--- src/hw/fsa_pkg.sv ---
// constants shared by the fault signal aggregator
package fsa_pkg;

    // ------------------------------------------------------------------
    // register map
    // ------------------------------------------------------------------
    localparam int         ADDR_W              = 8;
    localparam int         DATA_W              = 8;
    localparam logic [7:0] ADDR_FOLDBACK_STAT  = 8'h1c;
    localparam logic [7:0] ADDR_MASK_LATCHED   = 8'h1d;
    localparam logic [7:0] ADDR_MASK_LIVE      = 8'h1e;
    localparam logic [7:0] ADDR_WARN_CONF      = 8'h1f;

    // ------------------------------------------------------------------
    // reset values
    // ------------------------------------------------------------------
    localparam logic [7:0] RST_MASK_LATCHED    = 8'h17;
    localparam logic [7:0] RST_MASK_LIVE       = 8'h00;
    localparam logic [7:0] RST_WARN_CONF       = 8'h04;
    localparam logic [7:0] RST_ZERO            = 8'h00;

    // ------------------------------------------------------------------
    // fields of the latched-source mask
    // ------------------------------------------------------------------
    localparam int ML_PROT_SHUTDOWN = 6;
    localparam int ML_INVALID_CLOCK = 5;
    localparam int ML_OVERHEAT      = 4;
    localparam int ML_SUPPLY        = 3;
    localparam int ML_DC_OFFSET     = 2;
    localparam int ML_OVERCURRENT   = 1;
    localparam int ML_CURRENT_LIMIT = 0;

    // ------------------------------------------------------------------
    // fields of the live-source mask and warning enable
    // ------------------------------------------------------------------
    localparam int MV_WARN          = 6;
    localparam int MV_INVALID_CLOCK = 5;
    localparam int MV_OVERHEAT      = 4;
    localparam int MV_SUPPLY        = 3;
    localparam int MV_LOAD_DIAG     = 0;
    localparam int WC_OVERTEMP_WARN = 2;

    // ------------------------------------------------------------------
    // channel and flag geometry
    // ------------------------------------------------------------------
    localparam int         NUM_CH          = 4;
    localparam int         STATE_W         = 3;
    localparam logic [2:0] STATE_PROT_SHDN = 3'h5;
    localparam int         GAIN_W          = 5;
    localparam logic [4:0] GAIN_MAX_CODE   = 5'h18;

endpackage : fsa_pkg

--- src/hw/fsa_fault_aggregator.sv ---
// fault signal aggregator: masks, foldback status and fault output
`timescale 1ns/1ns

module fsa_fault_aggregator (
    input  wire logic        mclk,                        // core clock
    input  wire logic        reset_n,                     // sync reset
    // register port
    input  wire logic [7:0]  reg_addr,                    // register offset
    input  wire logic [7:0]  reg_wdata,                   // write data
    input  wire logic        reg_wr,                      // write strobe
    input  wire logic        reg_rd,                      // read strobe
    output logic      [7:0]  reg_rdata,                   // read data
    output logic             reg_rvalid,                  // read data valid
    // per-channel protection state
    input  wire logic [11:0] chan_state,                  // 3 bits per ch
    input  wire logic        invalid_clock_latched,       // stored flag
    input  wire logic        invalid_clock_live,          // present flag
    input  wire logic [4:0]  overheat_shutdown_latched,   // ch1..4, global
    input  wire logic [4:0]  overheat_shutdown_live,      // ch1..4, global
    // supply flags
    input  wire logic [1:0]  battery_undervoltage,        // {live, stored}
    input  wire logic [1:0]  battery_overvoltage,         // {live, stored}
    input  wire logic [1:0]  stage_supply_undervoltage,   // {live, stored}
    input  wire logic [1:0]  stage_supply_overvoltage,    // {live, stored}
    input  wire logic [1:0]  gate_supply_fault,           // {live, stored}
    input  wire logic        logic_supply_reset_latched,  // stored only
    // per-channel stored faults
    input  wire logic [3:0]  dc_offset_latched,           // per channel
    input  wire logic [3:0]  overcurrent_latched,         // per channel
    input  wire logic [3:0]  current_limit_latched,       // per channel
    input  wire logic [3:0]  load_diag_done,              // per channel
    input  wire logic [4:0]  overtemp_warn_latched,       // ch1..4, global
    input  wire logic        warn_other,                  // other warnings
    input  wire logic [4:0]  foldback_attenuation,        // gain code
    // outputs
    output logic             warn_active,                 // warning signal
    output logic             fault_active                 // fault signal
);

    // ------------------------------------------------------------------
    // configuration registers
    // ------------------------------------------------------------------
    logic [7:0] mask_latched_reg;
    logic [7:0] mask_live_reg;
    logic [7:0] warn_conf_reg;
    logic [4:0] foldback_reg;

    always_ff @(posedge mclk) begin
        if (!reset_n) begin
            mask_latched_reg <= fsa_pkg::RST_MASK_LATCHED;
        end else if (reg_wr && reg_addr == fsa_pkg::ADDR_MASK_LATCHED) begin
            mask_latched_reg <= reg_wdata;
        end
    end

    // reserved bits are stored so they read back, but steer nothing
    always_ff @(posedge mclk) begin
        if (!reset_n) begin
            mask_live_reg <= fsa_pkg::RST_MASK_LIVE;
        end else if (reg_wr && reg_addr == fsa_pkg::ADDR_MASK_LIVE) begin
            mask_live_reg <= reg_wdata;
        end
    end

    // only the overtemp warning enable lives here; the other warning
    // enables belong to the warning logic, which feeds warn_other
    always_ff @(posedge mclk) begin
        if (!reset_n) begin
            warn_conf_reg <= fsa_pkg::RST_WARN_CONF;
        end else if (reg_wr && reg_addr == fsa_pkg::ADDR_WARN_CONF) begin
            warn_conf_reg <= reg_wdata & fsa_pkg::RST_WARN_CONF;
        end
    end

    // ------------------------------------------------------------------
    // foldback status
    // ------------------------------------------------------------------
    // codes above the last step are clipped to -12 dB
    always_ff @(posedge mclk) begin
        if (!reset_n) begin
            foldback_reg <= fsa_pkg::RST_ZERO[4:0];
        end else if (foldback_attenuation > fsa_pkg::GAIN_MAX_CODE) begin
            foldback_reg <= fsa_pkg::GAIN_MAX_CODE;
        end else begin
            foldback_reg <= foldback_attenuation;
        end
    end

    // ------------------------------------------------------------------
    // register read
    // ------------------------------------------------------------------
    logic [7:0] read_mux;

    always_comb begin
        case (reg_addr)
            fsa_pkg::ADDR_FOLDBACK_STAT: read_mux = {3'h0, foldback_reg};
            fsa_pkg::ADDR_MASK_LATCHED:  read_mux = mask_latched_reg;
            fsa_pkg::ADDR_MASK_LIVE:     read_mux = mask_live_reg;
            fsa_pkg::ADDR_WARN_CONF:     read_mux = warn_conf_reg;
            default:                     read_mux = fsa_pkg::RST_ZERO;
        endcase
    end

    always_ff @(posedge mclk) begin
        if (!reset_n) begin
            reg_rdata  <= fsa_pkg::RST_ZERO;
            reg_rvalid <= 1'b0;
        end else begin
            reg_rvalid <= reg_rd;
            if (reg_rd) begin
                reg_rdata <= read_mux;
            end
        end
    end

    // ------------------------------------------------------------------
    // per-channel protective shutdown detection
    // ------------------------------------------------------------------
    logic [3:0] chan_prot_shdn;

    genvar ch;
    generate
        for (ch = 0; ch < fsa_pkg::NUM_CH; ch++) begin : g_chan
            assign chan_prot_shdn[ch] =
                chan_state[ch*fsa_pkg::STATE_W +: fsa_pkg::STATE_W]
                == fsa_pkg::STATE_PROT_SHDN;
        end
    endgenerate

    // ------------------------------------------------------------------
    // source terms
    // ------------------------------------------------------------------
    logic supply_latched_any;
    logic supply_live_any;
    logic warn_next;
    logic [6:0] src_latched;
    logic [6:0] src_live;

    // power-on reset has no live form, so the live group leaves it out
    assign supply_latched_any = battery_undervoltage[0]
                              | battery_overvoltage[0]
                              | stage_supply_undervoltage[0]
                              | stage_supply_overvoltage[0]
                              | gate_supply_fault[0]
                              | logic_supply_reset_latched;
    assign supply_live_any    = battery_undervoltage[1]
                              | battery_overvoltage[1]
                              | stage_supply_undervoltage[1]
                              | stage_supply_overvoltage[1]
                              | gate_supply_fault[1];

    assign warn_next = (warn_conf_reg[fsa_pkg::WC_OVERTEMP_WARN]
                        & |overtemp_warn_latched)
                     | warn_other;

    always_comb begin
        src_latched = '0;
        src_latched[fsa_pkg::ML_PROT_SHUTDOWN] = |chan_prot_shdn;
        src_latched[fsa_pkg::ML_INVALID_CLOCK] = invalid_clock_latched;
        src_latched[fsa_pkg::ML_OVERHEAT] =
            |overheat_shutdown_latched;
        src_latched[fsa_pkg::ML_SUPPLY] = supply_latched_any;
        src_latched[fsa_pkg::ML_DC_OFFSET] = |dc_offset_latched;
        src_latched[fsa_pkg::ML_OVERCURRENT] = |overcurrent_latched;
        src_latched[fsa_pkg::ML_CURRENT_LIMIT] =
            |current_limit_latched;
    end

    // live warning drives the source so warning and fault move together
    always_comb begin
        src_live = '0;
        src_live[fsa_pkg::MV_WARN] = warn_next;
        src_live[fsa_pkg::MV_INVALID_CLOCK] = invalid_clock_live;
        src_live[fsa_pkg::MV_OVERHEAT] = |overheat_shutdown_live;
        src_live[fsa_pkg::MV_SUPPLY] = supply_live_any;
        src_live[fsa_pkg::MV_LOAD_DIAG] = ~&load_diag_done;
    end

    // ------------------------------------------------------------------
    // outputs
    // ------------------------------------------------------------------
    always_ff @(posedge mclk) begin
        if (!reset_n) begin
            warn_active <= 1'b0;
        end else begin
            warn_active <= warn_next;
        end
    end

    // bit 7 of both masks and bits 2..1 of the live mask are masked off
    always_ff @(posedge mclk) begin
        if (!reset_n) begin
            fault_active <= 1'b0;
        end else begin
            fault_active <= |(src_latched & mask_latched_reg[6:0])
                          | |(src_live & mask_live_reg[6:0]);
        end
    end

endmodule : fsa_fault_aggregator

--- config.mk ---
export PLATFORM = sky130hd
export DESIGN_NAME = fsa_fault_aggregator
export DESIGN_NICKNAME = d
export VERILOG_FILES = /design/src/hw/fsa_pkg.sv /design/src/hw/fsa_fault_aggregator.sv
export SDC_FILE = /design/constraint.sdc
export NUM_CORES = 1
export LEC_CHECK = 0
export BUFFER_PORTS_ARGS = -buffer_cell sky130_fd_sc_hd__buf_2
export CAP_MARGIN = 0
export CELL_PAD_IN_SITES_DETAIL_PLACEMENT = 1
export CELL_PAD_IN_SITES_GLOBAL_PLACEMENT = 1
export CORE_MARGIN = 3
export CORE_UTILIZATION = 27
export CTS_BUF_LIST = sky130_fd_sc_hd__clkbuf_8 sky130_fd_sc_hd__clkbuf_16
export DETAILED_ROUTE_END_ITERATION = 7
export GPL_TIMING_DRIVEN = 0
export PLACE_DENSITY = 0.84
export SYNTH_ARGS = -nofsm -noshare
export SYNTH_HDL_FRONTEND = slang
export SYNTH_SLANG_ARGS = --single-unit
--- constraint.sdc ---
create_clock -name mclk -period 1.4 [get_ports mclk]
set_input_delay 0 -clock mclk [delete_from_list [all_inputs] [get_ports mclk]]
set_output_delay 0 -clock mclk [all_outputs]
set_load 0.02 [all_outputs]
==> report_table.html <==
<table>
<tr><th>Metric</th><th>Value</th></tr>
<tr><th colspan="2">Run status</th></tr>
<tr><td>Status</td><td>completed</td></tr>
<tr><th colspan="2">Floorplan</th></tr>
<tr><td>Die ar.</td><td>6660 um^2</td></tr>
<tr><td># rows</td><td>26</td></tr>
<tr><td>Total I/O pin count</td><td>93</td></tr>
<tr><td>DIE WIDTH</td><td>81.6 um</td></tr>
<tr><td>Area of the placeable core</td><td>5300 um^2</td></tr>
<tr><td>Die height</td><td>81.6 um</td></tr>
<tr><td>Initial Util</td><td>0.291</td></tr>
<tr><th colspan="2">Drt</th></tr>
<tr><td>Drt total wl</td><td>4.81 mm</td></tr>
<tr><td>Detailed-route DRC error count</td><td>0</td></tr>
<tr><td>Wire length per cell</td><td>14.3 um</td></tr>
<tr><td>TritonRoute pass-1 iters</td><td>4</td></tr>
<tr><td>Antenna-violating nets left</td><td>0</td></tr>
<tr><td>Number of DRC markers in iteration 0</td><td>38</td></tr>
<tr><td>Total number of vias</td><td>1,577</td></tr>
<tr><td>Ratio of routed vias to standard cells</td><td>4.69</td></tr>
<tr><th colspan="2">Clocking</th></tr>
<tr><td>Total clock buffers created by CTS</td><td>5</td></tr>
<tr><td>Number of post-CTS setup repair buffers</td><td>0</td></tr>
<tr><td>CTS tree</td><td>yes</td></tr>
<tr><td>Worst-Skew Late Latency</td><td>290 ps</td></tr>
<tr><td>CTS Sinks</td><td>33</td></tr>
<tr><td>Deepest level of the CTS H-tree</td><td>2</td></tr>
<tr><td>Buffer cell driving the clock tree root</td><td>clkbuf_8</td></tr>
<tr><td>Maximum buffer depth of the clock tree</td><td>2</td></tr>
<tr><td>Register clock-pin slew on the reported worst setup and hold paths</td><td>60 ps</td></tr>
<tr><th colspan="2">Placed design</th></tr>
<tr><td>HPWL Detailed</td><td>3.84 mm</td></tr>
<tr><td>Placed instance count</td><td>316</td></tr>
<tr><td>Routability-driven placement congestion ratio</td><td>0.723</td></tr>
<tr><td>Buffers on Ports</td><td>90</td></tr>
<tr><th colspan="2">Worst setup path</th></tr>
<tr><td>RR Startpoint</td><td>mask_latched_reg[2]$_SDFFE_PN1P_</td></tr>
<tr><td>Setup crit end kind</td><td>flip-flop</td></tr>
<tr><td>Required @ worst endpoint</td><td>1570 ps</td></tr>
<tr><td>Worst-case reg-to-reg path depth</td><td>3</td></tr>
<tr><td>Worst reg2reg endpoint</td><td>fault_active$_SDFF_PN0_</td></tr>
<tr><td>Reg2Reg Setup Slack</td><td>130 ps</td></tr>
<tr><td>WS Path Type</td><td>reg2reg</td></tr>
<tr><td>Arrival @ worst endpoint</td><td>1440 ps</td></tr>
<tr><td>Critical Path Start</td><td>mask_latched_reg[2]$_SDFFE_PN1P_</td></tr>
<tr><td>Max Fanout on Critical Path</td><td>3</td></tr>
<tr><td>Type of origin of the critical path</td><td>flip-flop</td></tr>
<tr><th colspan="2">STA</th></tr>
<tr><td>FMAX</td><td>789 MHz</td></tr>
<tr><td>Final Hold Viols</td><td>0</td></tr>
<tr><td>Relative slew slack</td><td>0.694</td></tr>
<tr><td>Number of endpoints failing setup at the final stage</td><td>0</td></tr>
<tr><td>Clock period minus worst slack</td><td>1270 ps</td></tr>
<tr><td>Slew at the pin closest to its max-slew limit</td><td>459 ps</td></tr>
<tr><td>Setup repair after global routing missed its margin</td><td>false</td></tr>
<tr><td>Final critical-path share of the clock period</td><td>0.905</td></tr>
<tr><td>Worst hold margin</td><td>12.7 ps</td></tr>
<tr><td>Clock Skew</td><td>1.78 ps</td></tr>
<tr><td>Number of max-slew violations in the final report</td><td>0</td></tr>
<tr><th colspan="2">GRT</th></tr>
<tr><td>Wire length of the first global-routing pass</td><td>7.25 mm</td></tr>
<tr><td>Global-route congestion overflow total</td><td>0</td></tr>
<tr><td>Pin count of the biggest net entering global routing</td><td>11</td></tr>
<tr><td>Antenna violations before repair</td><td>0</td></tr>
<tr><td>Number of global-route vias before repair</td><td>1,622</td></tr>
<tr><td>All-Layer GR Usage</td><td>0.147</td></tr>
<tr><th colspan="2">Synth</th></tr>
<tr><td>Most numerous cell in the Yosys netlist</td><td>dfxtp_1</td></tr>
<tr><td>Area share of the largest cell type after synthesis</td><td>0.428</td></tr>
<tr><td>Share of the yosys chip area belonging to registers</td><td>0.428</td></tr>
<tr><td>EDFF count, synth</td><td>0</td></tr>
<tr><td>Synthesized area per cell</td><td>9.90 um^2</td></tr>
<tr><td>FF+latch count, synth</td><td>33</td></tr>
<tr><td>Count of mapped cells out of synthesis</td><td>156</td></tr>
<tr><td>Cell area after synthesis</td><td>1540 um^2</td></tr>
<tr><td>Synthesis warning total</td><td>0</td></tr>
<tr><td>Number of distinct library cells after synthesis</td><td>26</td></tr>
<tr><td>Largest area contributor in the netlist</td><td>dfxtp_1</td></tr>
<tr><td>Leading cell types by total area after synthesis</td><td>dfxtp_1 (43%), mux2i_1 (14%), nor2b_1 (6.1%)</td></tr>
<tr><td>Share of async-settable or async-resettable flops after synthesis</td><td>0</td></tr>
<tr><td>Most common flop cell mapped by yosys</td><td>dfxtp_1</td></tr>
<tr><td>Top cell types by occurrence after synthesis</td><td>dfxtp_1 (33), mux2i_1 (21), nor2b_1 (15), a21boi_0 (11), nand3_1 (10)</td></tr>
<tr><td>Net count after synthesis</td><td>238</td></tr>
<tr><th colspan="2">Worst hold path</th></tr>
<tr><td>Endpoint, Worst Hold</td><td>mask_latched_reg[6]$_SDFFE_PN0P_</td></tr>
<tr><td>Start point of the worst hold path</td><td>reg_wdata[6]</td></tr>
<tr><td>Number of stages on the worst hold path</td><td>3</td></tr>
<tr><td>Worst Hold Class</td><td>in2reg</td></tr>
<tr><th colspan="2">Final layout</th></tr>
<tr><td>Area growth, synth to finish</td><td>48.9%</td></tr>
<tr><td>Fin cells</td><td>336</td></tr>
<tr><td>Number of inserted diodes</td><td>0</td></tr>
<tr><td>Fraction of layout instances using a drive strength above 1</td><td>0.387</td></tr>
<tr><td>Area taken by flip-flops and latches</td><td>661 um^2</td></tr>
<tr><td>Area taken by multi-input logic gates</td><td>846 um^2</td></tr>
<tr><td>FILL cells</td><td>651</td></tr>
<tr><td>Total number of nets in the final design</td><td>348</td></tr>
<tr><th colspan="2">Power</th></tr>
<tr><td>Leakage</td><td>1.12 nW</td></tr>
<tr><td>Peak supply drop</td><td>320 uV</td></tr>
<tr><td>Total chip power</td><td>1.92 mW</td></tr>
<tr><td>Total power per unit cell area</td><td>837 nW/um^2</td></tr>
<tr><th colspan="2">Flow run</th></tr>
<tr><td>Max-Cap Viols</td><td>0</td></tr>
</table>
-- final cells by class --
cell class / count / area share
clock buffer: 6 / 0.0359
sequential: 33 / 0.287
inverter: 1 / 0.00163
multi-input combinational: 114 / 0.368
timing repair buffer: 103 / 0.253
buffer: 8 / 0.0147
clock inverter: 1 / 0.00163
tap: 70 / 0.0381
-- cells by family (layout without fill, tap and decap cells) --
family,count (synthesis),in the layout,synth area share
compound gates,29,29,0.143
mux,22,22,0.151
simple gates,63,63,0.254
buf+inv,9,119,0.0243
flops,33,33,0.428
-- per-layer routing --
metal	part of all wire	global-route usage	up-vias
met5	0	0	-
met4	0.011	0.0449	0
met3	0.060	0.0515	7
met2	0.52	0.267	50
met1	0.41	0.160	733
li1	-	-	787
-- per-stage QoR --
stage | setup WS (ps) | area, um^2 | setup TNS [ps] | utilization
6_report | 132 | 2300 | 0 | 0.433
5_1_grt | 35.5 | 2300 | 0 | 0.433
3_5_place_dp | -273 | 2080 | -838 | 0.393
3_3_place_gp | -232 | 2080 | -425 | 0.393
2_1_floorplan | 104 | 1540 | 0 | -
4_1_cts | 35.7 | 2300 | 0 | 0.433
-- worst max path at each step --
| stage | depth (start not counted) | end |
|---|---|---|
| floorplan | 4 | fault_active$_SDFF_PN0_ |
| global placement | 5 | fault_active$_SDFF_PN0_ |
| detailed placement | 5 | fault_active$_SDFF_PN0_ |
| CTS | 5 | fault_active$_SDFF_PN0_ |
| global route | 5 | fault_active$_SDFF_PN0_ |
| finish | 3 | fault_active$_SDFF_PN0_ |
-- power by group --
| part | total (mW) | switching [mW] | leakage (nW) | internal [mW] |
|---|---|---|---|---|
| registers | 0.956 | 0.00342 | 0.268 | 0.952 |
| logic | 0.250 | 0.0995 | 0.803 | 0.150 |
| clock network | 0.717 | 0.335 | 0.0485 | 0.382 |
| total | 1.92 | 0.438 | 1.12 | 1.48 |
-- critical path, cell delays in order (launching register included) --
cell and delay, ps:
dfxtp_1 330, a222oi_1 380, nand3_1 120, o41a_1 330
-- cell usage in the layout (no fill, tap or decap), drive strengths merged --
cell type     n
buf          92
dfxtp        33
mux2i        21
nor2b        15
dlygate4sd3  13
clkbuf       12
a21boi       11
nand3        10
and2          8
nand2b        8
nand2         8
or4           8
o21ai         5
o2bb2ai       4
nand4         4
a22o          3
inv           2
a222oi        2
and4bb        1
mux4          1
o31ai         1
nand3b        1
o22ai         1
o21a          1
o41a          1
-- repair_timing --
action,4_1_cts,5_1_grt
endpoints found under the setup margin,0,1
endpoints found under the hold margin,18,0
hold buffers,13,0
gates resized for setup,0,1
No activity file was read; power rests on OpenSTA's default activity.
